===== config.mk =====
export PLATFORM = sky130hd
export DESIGN_NAME = hpcr_regs
export DESIGN_NICKNAME = d
export VERILOG_FILES = /design/src/pkg/hpcr_pkg.sv /design/src/hpcr_regs.sv
export VERILOG_INCLUDE_DIRS = /design/src /design/src/pkg
export SDC_FILE = /design/constraint.sdc
export NUM_CORES = 1
export LEC_CHECK = 0
export BUFFER_PORTS_ARGS = -buffer_cell sky130_fd_sc_hd__buf_2
export CORE_UTILIZATION = 27
export CTS_CLUSTER_DIAMETER = 50
export DETAILED_ROUTE_END_ITERATION = 8
export GPL_TIMING_DRIVEN = 0
export SYNTH_ARGS = -nofsm -noshare
export SYNTH_HDL_FRONTEND = slang
export SYNTH_SLANG_ARGS = --single-unit

===== constraint.sdc =====
create_clock -name aclk -period 7.9 [get_ports aclk]
set_input_delay 1.58 -clock aclk [delete_from_list [all_inputs] [get_ports aclk]]
set_output_delay 1.58 -clock aclk [all_outputs]
set_load 0.02 [all_outputs]

===== src/pkg/hpcr_map.svh =====
// Register offsets, field positions, reset values and timing counts for the
// haptic playback configuration block. Assumes a 250 MHz aclk.
`ifndef HPCR_MAP_SVH
`define HPCR_MAP_SVH

// Printed register indices; byte address is four times the index
`define HPCR_IDX_LIB_CFG      8'h0d
`define HPCR_IDX_LIVE_DRIVE   8'h0e
`define HPCR_IDX_SLOT_FIRST   8'h0f
`define HPCR_IDX_LAST_SLOT    8'h16
`define HPCR_IDX_CONTROL      8'h20
`define HPCR_IDX_STATUS       8'h21

// Field positions
`define HPCR_INTERVAL_BIT     5
`define HPCR_LIB_SEL_POS      7
`define HPCR_DELAY_FLAG_POS   7
`define HPCR_FIRE_BIT         0
`define HPCR_LIVE_MODE_BIT    1

// Reset values
`define HPCR_LIB_CFG_RST      8'h00
`define HPCR_LIVE_DRIVE_RST   8'h7f
`define HPCR_SLOT_FIRST_RST   8'h01
`define HPCR_SLOT_OTHER_RST   8'h00

// Timing, times in microseconds
`define HPCR_CLK_MHZ          250
`define HPCR_TICK_SLOW_US     5000
`define HPCR_TICK_FAST_US     1000
`define HPCR_DELAY_UNIT_US    10000
`define HPCR_TICK_SLOW_CYC    (`HPCR_TICK_SLOW_US * `HPCR_CLK_MHZ)
`define HPCR_TICK_FAST_CYC    (`HPCR_TICK_FAST_US * `HPCR_CLK_MHZ)
`define HPCR_DELAY_UNIT_CYC   (`HPCR_DELAY_UNIT_US * `HPCR_CLK_MHZ)

`endif


===== src/pkg/hpcr_pkg.sv =====
// Types for the haptic playback configuration block.
// Assumes nothing beyond a SystemVerilog compiler.
package hpcr_pkg;

  // Sequencer states, one-hot
  typedef enum logic [3:0] {
    HPCR_IDLE  = 4'b0001,
    HPCR_FETCH = 4'b0010,
    HPCR_PLAY  = 4'b0100,
    HPCR_PAUSE = 4'b1000
  } hpcr_seq_t;

  // Library choice
  typedef enum logic {
    HPCR_LIB_CLOSED_LRA = 1'b0,
    HPCR_LIB_OPEN_ERM   = 1'b1
  } hpcr_lib_t;

endpackage


===== src/hpcr_regs.sv =====
// Haptic playback configuration registers with AXI4-Lite slave, live drive path,
// library tick and the waveform sequencer that walks slots sequence_slot_first to 0x16.
// Assumes aclk at 250 MHz; the library engine reports end of effect on effect_done.
//
// Contract
// - Bit 7 of library config selects closed-loop LRA (0) or open-loop ERM (1).
// - Bit 5 picks library playback tick: clear is 5 ms, set is 1 ms.
// - Bits 1-0 scale library amplitude: full, three quarters, half, quarter.
// - Attenuation field is not applied in live playback mode.
// - Live mode and fired: drive the current live drive value to the load.
// - Host rewrites of live drive value apply at once, no retrigger.
// - Live drive value is an 8-bit two's-complement signed quantity.
// - Slot delay flag set: pause of value times 10 ms; clear: waveform index.
// - Fire bit stays set until done; host clear cancels; trigger sets it.
// - Sequence starts at slot sequence_slot_first, stops at zero id or after slot 0x16.
//
// Chosen here: register access over AXI4-Lite.
`timescale 1ns/10ps
`include "hpcr_map.svh"

module hpcr_regs #(
  parameter int unsigned TICK_SLOW_CYC  = `HPCR_TICK_SLOW_CYC,
  parameter int unsigned TICK_FAST_CYC  = `HPCR_TICK_FAST_CYC,
  parameter int unsigned DELAY_UNIT_CYC = `HPCR_DELAY_UNIT_CYC
) (
  input  wire logic              aclk,
  input  wire logic              aresetn,
  input  wire logic [9:0]        s_axi_awaddr,
  input  wire logic              s_axi_awvalid,
  output logic                   s_axi_awready,
  input  wire logic [31:0]       s_axi_wdata,
  input  wire logic [3:0]        s_axi_wstrb,
  input  wire logic              s_axi_wvalid,
  output logic                   s_axi_wready,
  output logic [1:0]             s_axi_bresp,
  output logic                   s_axi_bvalid,
  input  wire logic              s_axi_bready,
  input  wire logic [9:0]        s_axi_araddr,
  input  wire logic              s_axi_arvalid,
  output logic                   s_axi_arready,
  output logic [31:0]            s_axi_rdata,
  output logic [1:0]             s_axi_rresp,
  output logic                   s_axi_rvalid,
  input  wire logic              s_axi_rready,
  input  wire logic              ext_trigger,
  input  wire logic              effect_done,
  output hpcr_pkg::hpcr_lib_t    library_select,
  output logic                   library_tick,
  output logic                   effect_start,
  output logic [6:0]             effect_index,
  output logic [7:0]             drive_level,
  output logic                   drive_active,
  output logic                   sequence_busy
);
  import hpcr_pkg::*;

  // ----------------------------------------------------------------
  // Storage
  // ----------------------------------------------------------------
  logic [7:0]  lib_cfg_r;
  logic [7:0]  live_drive_value_r;
  logic [7:0]  slot_r [0:7];
  logic        fire_r;
  logic        live_mode_r;
  hpcr_seq_t   seq_r;
  logic [2:0]  slot_ptr_r;
  logic [31:0] pause_cnt_r;
  logic [31:0] tick_cnt_r;
  logic        trig_s1_r;
  logic        trig_s2_r;
  logic        trig_d_r;
  logic        done_s1_r;
  logic        done_s2_r;

  // ----------------------------------------------------------------
  // Write channel: address and data taken in either order
  // ----------------------------------------------------------------
  logic        aw_held_r;
  logic        w_held_r;
  logic [7:0]  aw_idx_r;
  logic [7:0]  w_data_r;
  logic        w_lane0_r;
  logic        wr_go;
  logic        wr_hit;

  assign s_axi_awready = !aw_held_r && !s_axi_bvalid;
  assign s_axi_wready  = !w_held_r && !s_axi_bvalid;
  assign s_axi_bresp   = wr_hit ? 2'b00 : 2'b10;
  assign wr_go         = aw_held_r && w_held_r && !s_axi_bvalid;
  assign wr_hit = (aw_idx_r >= `HPCR_IDX_LIB_CFG && aw_idx_r <= `HPCR_IDX_LAST_SLOT)
               || aw_idx_r == `HPCR_IDX_CONTROL;

  // Capture address and data, then answer once both are held
  always_ff @(posedge aclk) begin
    if (!aresetn) begin
      aw_held_r    <= 1'b0;
      w_held_r     <= 1'b0;
      aw_idx_r     <= 8'h00;
      w_data_r     <= 8'h00;
      w_lane0_r    <= 1'b0;
      s_axi_bvalid <= 1'b0;
    end else begin
      if (s_axi_awvalid && s_axi_awready) begin
        aw_held_r <= 1'b1;
        aw_idx_r  <= s_axi_awaddr[9:2];
      end
      if (s_axi_wvalid && s_axi_wready) begin
        w_held_r  <= 1'b1;
        w_data_r  <= s_axi_wdata[7:0];
        w_lane0_r <= s_axi_wstrb[0];
      end
      if (wr_go) begin
        aw_held_r    <= 1'b0;
        w_held_r     <= 1'b0;
        s_axi_bvalid <= 1'b1;
      end else if (s_axi_bready) begin
        s_axi_bvalid <= 1'b0;
      end
    end
  end

  logic wr_en;
  assign wr_en = wr_go && w_lane0_r;

  // ----------------------------------------------------------------
  // Configuration and live drive registers
  // ----------------------------------------------------------------
  // Reserved bits of library config are plain storage, read back by the host but used by no logic
  always_ff @(posedge aclk) begin
    if (!aresetn) begin
      lib_cfg_r          <= `HPCR_LIB_CFG_RST;
      live_drive_value_r <= `HPCR_LIVE_DRIVE_RST;
      live_mode_r        <= 1'b0;
    end else if (wr_en) begin
      if (aw_idx_r == `HPCR_IDX_LIB_CFG)
        lib_cfg_r <= w_data_r;
      if (aw_idx_r == `HPCR_IDX_LIVE_DRIVE)
        live_drive_value_r <= w_data_r;
      if (aw_idx_r == `HPCR_IDX_CONTROL)
        live_mode_r <= w_data_r[`HPCR_LIVE_MODE_BIT];
    end
  end

  // Eight sequencer slots in one loop
  genvar gi;
  generate
    for (gi = 0; gi < 8; gi++) begin : g_slot
      always_ff @(posedge aclk) begin
        if (!aresetn)
          slot_r[gi] <= (gi == 0) ? `HPCR_SLOT_FIRST_RST : `HPCR_SLOT_OTHER_RST;
        else if (wr_en && aw_idx_r == `HPCR_IDX_SLOT_FIRST + 8'(gi))
          slot_r[gi] <= w_data_r;
      end
    end
  endgenerate

  // ----------------------------------------------------------------
  // Read channel, one cycle after address
  // ----------------------------------------------------------------
  logic [7:0] rd_idx;
  logic [7:0] rd_byte;
  logic       rd_hit;
  assign rd_idx        = s_axi_araddr[9:2];
  assign s_axi_arready = !s_axi_rvalid;

  // Read multiplexer; status shows sequencer state
  always_comb begin
    rd_hit  = 1'b1;
    rd_byte = 8'h00;
    if (rd_idx == `HPCR_IDX_LIB_CFG)
      rd_byte = lib_cfg_r;
    else if (rd_idx == `HPCR_IDX_LIVE_DRIVE)
      rd_byte = live_drive_value_r;
    else if (rd_idx >= `HPCR_IDX_SLOT_FIRST && rd_idx <= `HPCR_IDX_LAST_SLOT)
      rd_byte = slot_r[3'(rd_idx - `HPCR_IDX_SLOT_FIRST)];
    else if (rd_idx == `HPCR_IDX_CONTROL)
      rd_byte = {6'b00_0000, live_mode_r, fire_r};
    else if (rd_idx == `HPCR_IDX_STATUS)
      rd_byte = {1'b0, slot_ptr_r, seq_r};
    else
      rd_hit = 1'b0;
  end

  always_ff @(posedge aclk) begin
    if (!aresetn) begin
      s_axi_rvalid <= 1'b0;
      s_axi_rdata  <= 32'h0000_0000;
      s_axi_rresp  <= 2'b00;
    end else if (s_axi_arvalid && s_axi_arready) begin
      s_axi_rvalid <= 1'b1;
      s_axi_rdata  <= {24'h00_0000, rd_byte};
      s_axi_rresp  <= rd_hit ? 2'b00 : 2'b10;
    end else if (s_axi_rready) begin
      s_axi_rvalid <= 1'b0;
    end
  end

  // ----------------------------------------------------------------
  // Pin synchronisers
  // ----------------------------------------------------------------
  always_ff @(posedge aclk) begin
    if (!aresetn) begin
      trig_s1_r <= 1'b0;
      trig_s2_r <= 1'b0;
      trig_d_r  <= 1'b0;
      done_s1_r <= 1'b0;
      done_s2_r <= 1'b0;
    end else begin
      trig_s1_r <= ext_trigger;
      trig_s2_r <= trig_s1_r;
      trig_d_r  <= trig_s2_r;
      done_s1_r <= effect_done;
      done_s2_r <= done_s1_r;
    end
  end

  logic trig_rise;
  logic host_fire_wr;
  logic seq_end;
  assign trig_rise    = trig_s2_r && !trig_d_r;
  assign host_fire_wr = wr_en && aw_idx_r == `HPCR_IDX_CONTROL;

  // ----------------------------------------------------------------
  // Fire bit: set by write or trigger, cleared by host or completion
  // ----------------------------------------------------------------
  // Trigger set beats any clear in the same cycle
  always_ff @(posedge aclk) begin
    if (!aresetn)
      fire_r <= 1'b0;
    else if (trig_rise)
      fire_r <= 1'b1;
    else if (host_fire_wr)
      fire_r <= w_data_r[`HPCR_FIRE_BIT];
    else if (seq_end)
      fire_r <= 1'b0;
  end

  // ----------------------------------------------------------------
  // Sequencer
  // ----------------------------------------------------------------
  logic [7:0] cur_slot;
  logic       last_slot;
  assign cur_slot  = slot_r[slot_ptr_r];
  assign last_slot = slot_ptr_r == 3'd7;
  assign seq_end   = !live_mode_r && ((seq_r == HPCR_FETCH && cur_slot[6:0] == 7'h00)
                  || ((seq_r == HPCR_PLAY && done_s2_r
                       || seq_r == HPCR_PAUSE && pause_cnt_r == 32'd0) && last_slot));

  // Walks slots from sequence_slot_first; clearing the fire bit aborts at once
  always_ff @(posedge aclk) begin
    if (!aresetn) begin
      seq_r        <= HPCR_IDLE;
      slot_ptr_r   <= 3'd0;
      pause_cnt_r  <= 32'd0;
      effect_start <= 1'b0;
      effect_index <= 7'h00;
    end else begin
      effect_start <= 1'b0;
      if (!fire_r || live_mode_r || seq_end) begin
        seq_r      <= HPCR_IDLE;
        slot_ptr_r <= 3'd0;
      end else begin
        case (seq_r)
          HPCR_IDLE: begin
            seq_r      <= HPCR_FETCH;
            slot_ptr_r <= 3'd0;
          end
          HPCR_FETCH: begin
            if (cur_slot[`HPCR_DELAY_FLAG_POS]) begin
              seq_r       <= HPCR_PAUSE;
              pause_cnt_r <= 32'(cur_slot[6:0]) * DELAY_UNIT_CYC - 32'd1;
            end else begin
              seq_r        <= HPCR_PLAY;
              effect_start <= 1'b1;
              effect_index <= cur_slot[6:0];
            end
          end
          HPCR_PLAY: begin
            if (done_s2_r) begin
              seq_r      <= HPCR_FETCH;
              slot_ptr_r <= slot_ptr_r + 3'd1;
            end
          end
          HPCR_PAUSE: begin
            if (pause_cnt_r == 32'd0) begin
              seq_r      <= HPCR_FETCH;
              slot_ptr_r <= slot_ptr_r + 3'd1;
            end else begin
              pause_cnt_r <= pause_cnt_r - 32'd1;
            end
          end
          default: seq_r <= HPCR_IDLE;
        endcase
      end
    end
  end

  assign sequence_busy  = seq_r != HPCR_IDLE;
  assign library_select = hpcr_lib_t'(lib_cfg_r[`HPCR_LIB_SEL_POS]);

  // ----------------------------------------------------------------
  // Library playback tick, 5 ms or 1 ms
  // ----------------------------------------------------------------
  logic [31:0] tick_period;
  assign tick_period = lib_cfg_r[`HPCR_INTERVAL_BIT] ? TICK_FAST_CYC : TICK_SLOW_CYC;

  always_ff @(posedge aclk) begin
    if (!aresetn || seq_r != HPCR_PLAY) begin
      tick_cnt_r   <= 32'd0;
      library_tick <= 1'b0;
    end else if (tick_cnt_r >= tick_period - 32'd1) begin
      tick_cnt_r   <= 32'd0;
      library_tick <= 1'b1;
    end else begin
      tick_cnt_r   <= tick_cnt_r + 32'd1;
      library_tick <= 1'b0;
    end
  end

  // ----------------------------------------------------------------
  // Drive level: live value unscaled, library amplitude attenuated
  // ----------------------------------------------------------------
  // Library effect runs at full signed positive scale; shift keeps it cheap
  logic signed [9:0] full_amp;
  logic signed [9:0] lib_scaled;
  assign full_amp = 10'sd127;
  always_comb begin
    case (lib_cfg_r[1:0])
      2'd0:    lib_scaled = full_amp;
      2'd1:    lib_scaled = (full_amp * 10'sd3) >>> 2;
      2'd2:    lib_scaled = full_amp >>> 1;
      default: lib_scaled = full_amp >>> 2;
    endcase
  end

  always_ff @(posedge aclk) begin
    if (!aresetn) begin
      drive_level  <= 8'h00;
      drive_active <= 1'b0;
    end else if (live_mode_r && fire_r) begin
      drive_level  <= live_drive_value_r;
      drive_active <= 1'b1;
    end else if (seq_r == HPCR_PLAY) begin
      drive_level  <= lib_scaled[7:0];
      drive_active <= 1'b1;
    end else begin
      drive_level  <= 8'h00;
      drive_active <= 1'b0;
    end
  end

endmodule


==> reports/summary.txt <==
Core area = 0.0458 mm2
Layout area overhead = 17.6%
FF/Latch Area = 0.00482 mm2
Post-CTS Hold Buffers = 0
Hold-critical path endpoint = tick_cnt_r[0]
Top-area cell type share of the netlist area = 22.9%
Synth Area in Compound Gates = 13.8%
CTS clock-pin slew for the worst setup and hold paths = 0.06 ns
Initial antenna violation count = 0
Max_cap viols = 0
Slew Limit Fails = 0
Power Internal = 2.07 mW
Max IR drop VDD = 0.206 mV
Syn_area_per_cell = 9.46 um2
P_leak = 6.14 nW
Largest family of logic cells by synthesized area = simple AND/OR/NAND/NOR gates
Number of fill cells in the layout = 4672
Area after DPL = 0.0139 mm2
Critical path buffers and inverters = 6
Num CTS Buffers = 28
Hold Path Depth = 1
Worst R2R Path Depth = 22
Post-cts sizing count = 0
WL per Instance = 16.5 um
Port Buffer Count = 68
Post-Place Setup Slack = 0.467 ns
Worst-skew pair later-pin latency = 0.57 ns
Crit Path Max Fanout = 10
DR vias = 10410
Critical Path End Type = flip-flop
Design Area, Final = 0.0149 mm2
Min cycle time layout = 7.39 ns
Core Util, Final = 32.5%
Ant diodes = 0
CP Launch Type = flip-flop
Final net count = 1631
Post-synthesis register bit count = 209
Final Setup Violations = 0
EDFF count, synth = 64
Final std cells w/o fill = 2096
CTS tree = built
NetSw = 0.841 mW
Relative slew slack = 11.4%
Placer's final routability congestion estimate = 0.861
Synthesized cell area = 0.0127 mm2
FF-to-FF End = pause_cnt_r[31]
Main synth FF type = dfxtp_1
Status = finished clean
R2R setup slack = 0.51 ns
Fraction of layout cells with a size suffix above 1 = 15.5%
Fin Hold WS = 0.442 ns
# IOs = 126
Skew final = 0.0350 ns
Die Y = 218 um
CTS sink cnt = 209
Total Routing Usage GR = 14.5%
Post-route ant nets = 0
Critical path's top delay family = adder cells
Sequential fraction of the synthesis area = 38.1%
Fraction of the mapped netlist area in simple logic gates = 19.8%
Final Cycle Share = 93.5%
Worst EP required = 8.40 ns
Crit path depth = 22
Mux share of post-synthesis cell area = 9.41%
H-tree Lvls = 1
RSZ-0062 raised after global routing = false
Post-DP HPWL = 26500 um
DRC = 0
FMAX = 0.135 GHz
WP data arrival = 7.89 ns
XOR/XNOR Fraction of Synth Area = 3.39%
Hold_sp = tick_cnt_r[0]
Slowest cell on the critical path = buf_1
Setup CP Type = flip-flop to flip-flop
Final Hold Fails = 0
Total power = 2.92 mW
Final worst slack = 0.513 ns
Num rows = 78
Die ar. = 0.0477 mm2
Fin Setup TNS = 0 ns
Vias in the first global route = 10110
Pre-antenna DRT Iters = 5
Pwr Density = 196 mW/mm2
Worst path cell trace = clkbuf_1 -> buf_1 -> mux4_2 -> mux2_2 -> inv_1 -> ha_1 -> inv_1 -> fa_1 -> inv_1 -> fa_1 -> fa_1 -> ha_1 -> buf_2 -> a21oi_1 -> o211ai_1 -> a41oi_1 -> o21ai_0 -> xor2_1 -> or3_1 -> or4b_4 -> nor4_4 -> o221a_1
Multi-input logic area = 0.00727 mm2
Async set or reset register ratio after synthesis = 0%
Library cells used by synthesis = 83
Post-CTS setup buffers = 0
Cells after Synth = 1338
Slew @ Worst Pin = 1.29 ns
Synthesis warning total = 0
Combinational share of power = 16.2%
Number of vias per cell = 4.97
Seq pwr share = 39.3%
Largest net degree at the start of global routing = 16
Clock Path Buffers = 3
DP Cell Count = 2044
Clock group share of total power = 44.6%
Sw frac = 28.8%
Initial Utilization = 27.6%
Iter 0 DRT Violations = 864
First-pass GRT wire length = 55400 um
Gr ovfl total = 0
Largest area contributor in the netlist = dfxtp_1
Root Driver = clkbuf_16
Hold crit path type = flip-flop to flip-flop
Largest cells by area after synthesis = dfxtp_1 23%, edfxtp_1 15%, ha_1 7.6%
WL final = 34600 um
Post-Synth Adder-Cell Area = 9.99%
CP peak stage delay = 0.64 ns
DIE WIDTH = 218 um
==> cell usage in the layout (no fill, tap or decap), types with 6 or more instances in the layout <==
cell type and instances:
mux4_2 32, mux2i_1 38, o21a_1 8, and3_1 15, o211ai_1 18, ha_1 77, xor2_1 24, nand4_1 17
a21oi_1 73, or3_1 12, nand3_1 33, xnor2_1 25, o21ai_1 8, nand2_1 123, edfxtp_1 64, o21ai_0 63
a22oi_1 7, a21o_1 15, nor4_1 11, fa_1 15, buf_4 29, nor3b_1 7, dfxtp_1 145, and2_1 76
clkbuf_16 28, mux2_2 8, clkbuf_1 52, inv_1 59, a211oi_1 14, a31oi_1 6, buf_2 74, nor2_1 122
conb_1 36, nor3_1 27, or2_2 10
==> cell families after synthesis <==
kind of cell / count (synthesis)
other: 1
multiplexers: 78
flip-flops: 209
adder cells (fa/ha/maj): 92
AND/OR/NAND/NOR: 493
buffers and inverters: 150
AO/OA/AOI/OAI: 266
XOR/XNOR: 49
==> area by class of cell <==
type	instances	area share, %
plain buffers	90	3.18
clock buffers	32	5.01
clock inverters	20	1.55
inverters	60	1.51
multi-input cells	1014	48.8
flip-flops and latches	209	32.4
well taps	600	5.04
repair buffers	71	2.44
==> per-layer routing <==
metal	global-route usage [%]	vias up	wire length, um
li1	-	5047	-
met2	25.0	318	16700
met4	5.15	0	1110
met3	1.93	61	1660
met1	18.5	4984	15100
met5	0	-	0
==> synthesized netlist by cell type (4+ instances only) <==
| cell type | instances |
|---|---|
| a21oi_1 | 73 |
| and3_1 | 15 |
| o21a_1 | 8 |
| a211o_1 | 4 |
| mux2i_1 | 38 |
| nand3_1 | 33 |
| ha_1 | 77 |
| nand2_1 | 123 |
| nor3b_1 | 7 |
| o22ai_1 | 4 |
| mux4_2 | 32 |
| clkbuf_1 | 51 |
| nor4b_1 | 4 |
| a21o_1 | 15 |
| nor3_1 | 27 |
| dfxtp_1 | 145 |
| or2_2 | 10 |
| nor2b_1 | 5 |
| inv_1 | 59 |
| or4_1 | 5 |
| nor2_1 | 122 |
| buf_4 | 26 |
| and2_1 | 76 |
| buf_6 | 4 |
| o21ai_1 | 6 |
| edfxtp_1 | 64 |
| mux2_2 | 8 |
| a22oi_1 | 7 |
| nand2b_1 | 5 |
| a31oi_1 | 6 |
| nor4_1 | 11 |
| xnor2_1 | 25 |
| o211ai_1 | 18 |
| xor2_1 | 24 |
| buf_2 | 6 |
| nand4_1 | 17 |
| or3_1 | 12 |
| fa_1 | 15 |
| o21ai_0 | 65 |
| nand3b_1 | 4 |
| a211oi_1 | 14 |
==> registers in the layout (all words and copies together) (netlist names), 3 cells and up, named ones only <==
register and count:
drive_level 8, live_drive_value_r 8, aw_idx_r 8, effect_index 7
w_data_r 8, slot_ptr_r 3, slot_r 64, s_axi_rdata 8
pause_cnt_r 32, lib_cfg_r 8, seq_r 4, tick_cnt_r 32
==> worst max-delay path by stage <==
stage	start	to	slack, ns
after floorplan	flip-flop	pause_cnt_r[28]	1.54
after global placement	flip-flop	pause_cnt_r[29]	0.51
after detailed placement	flip-flop	pause_cnt_r[29]	0.47
after CTS	flip-flop	pause_cnt_r[29]	0.45
after global routing	flip-flop	pause_cnt_r[31]	0.01
final	flip-flop	pause_cnt_r[31]	0.51
==> power by group through the flow <==
stage / clock network (mW) / registers [mW] / logic, mW
floorplan: 0 / 1.16 / 0.350
global placement: 0 / 1.17 / 0.460
detailed placement: 0 / 1.17 / 0.469
CTS: 1.32 / 1.14 / 0.472
global route: 1.37 / 1.15 / 0.527
finish: 1.30 / 1.14 / 0.472
(Power assumes the default switching activity.)
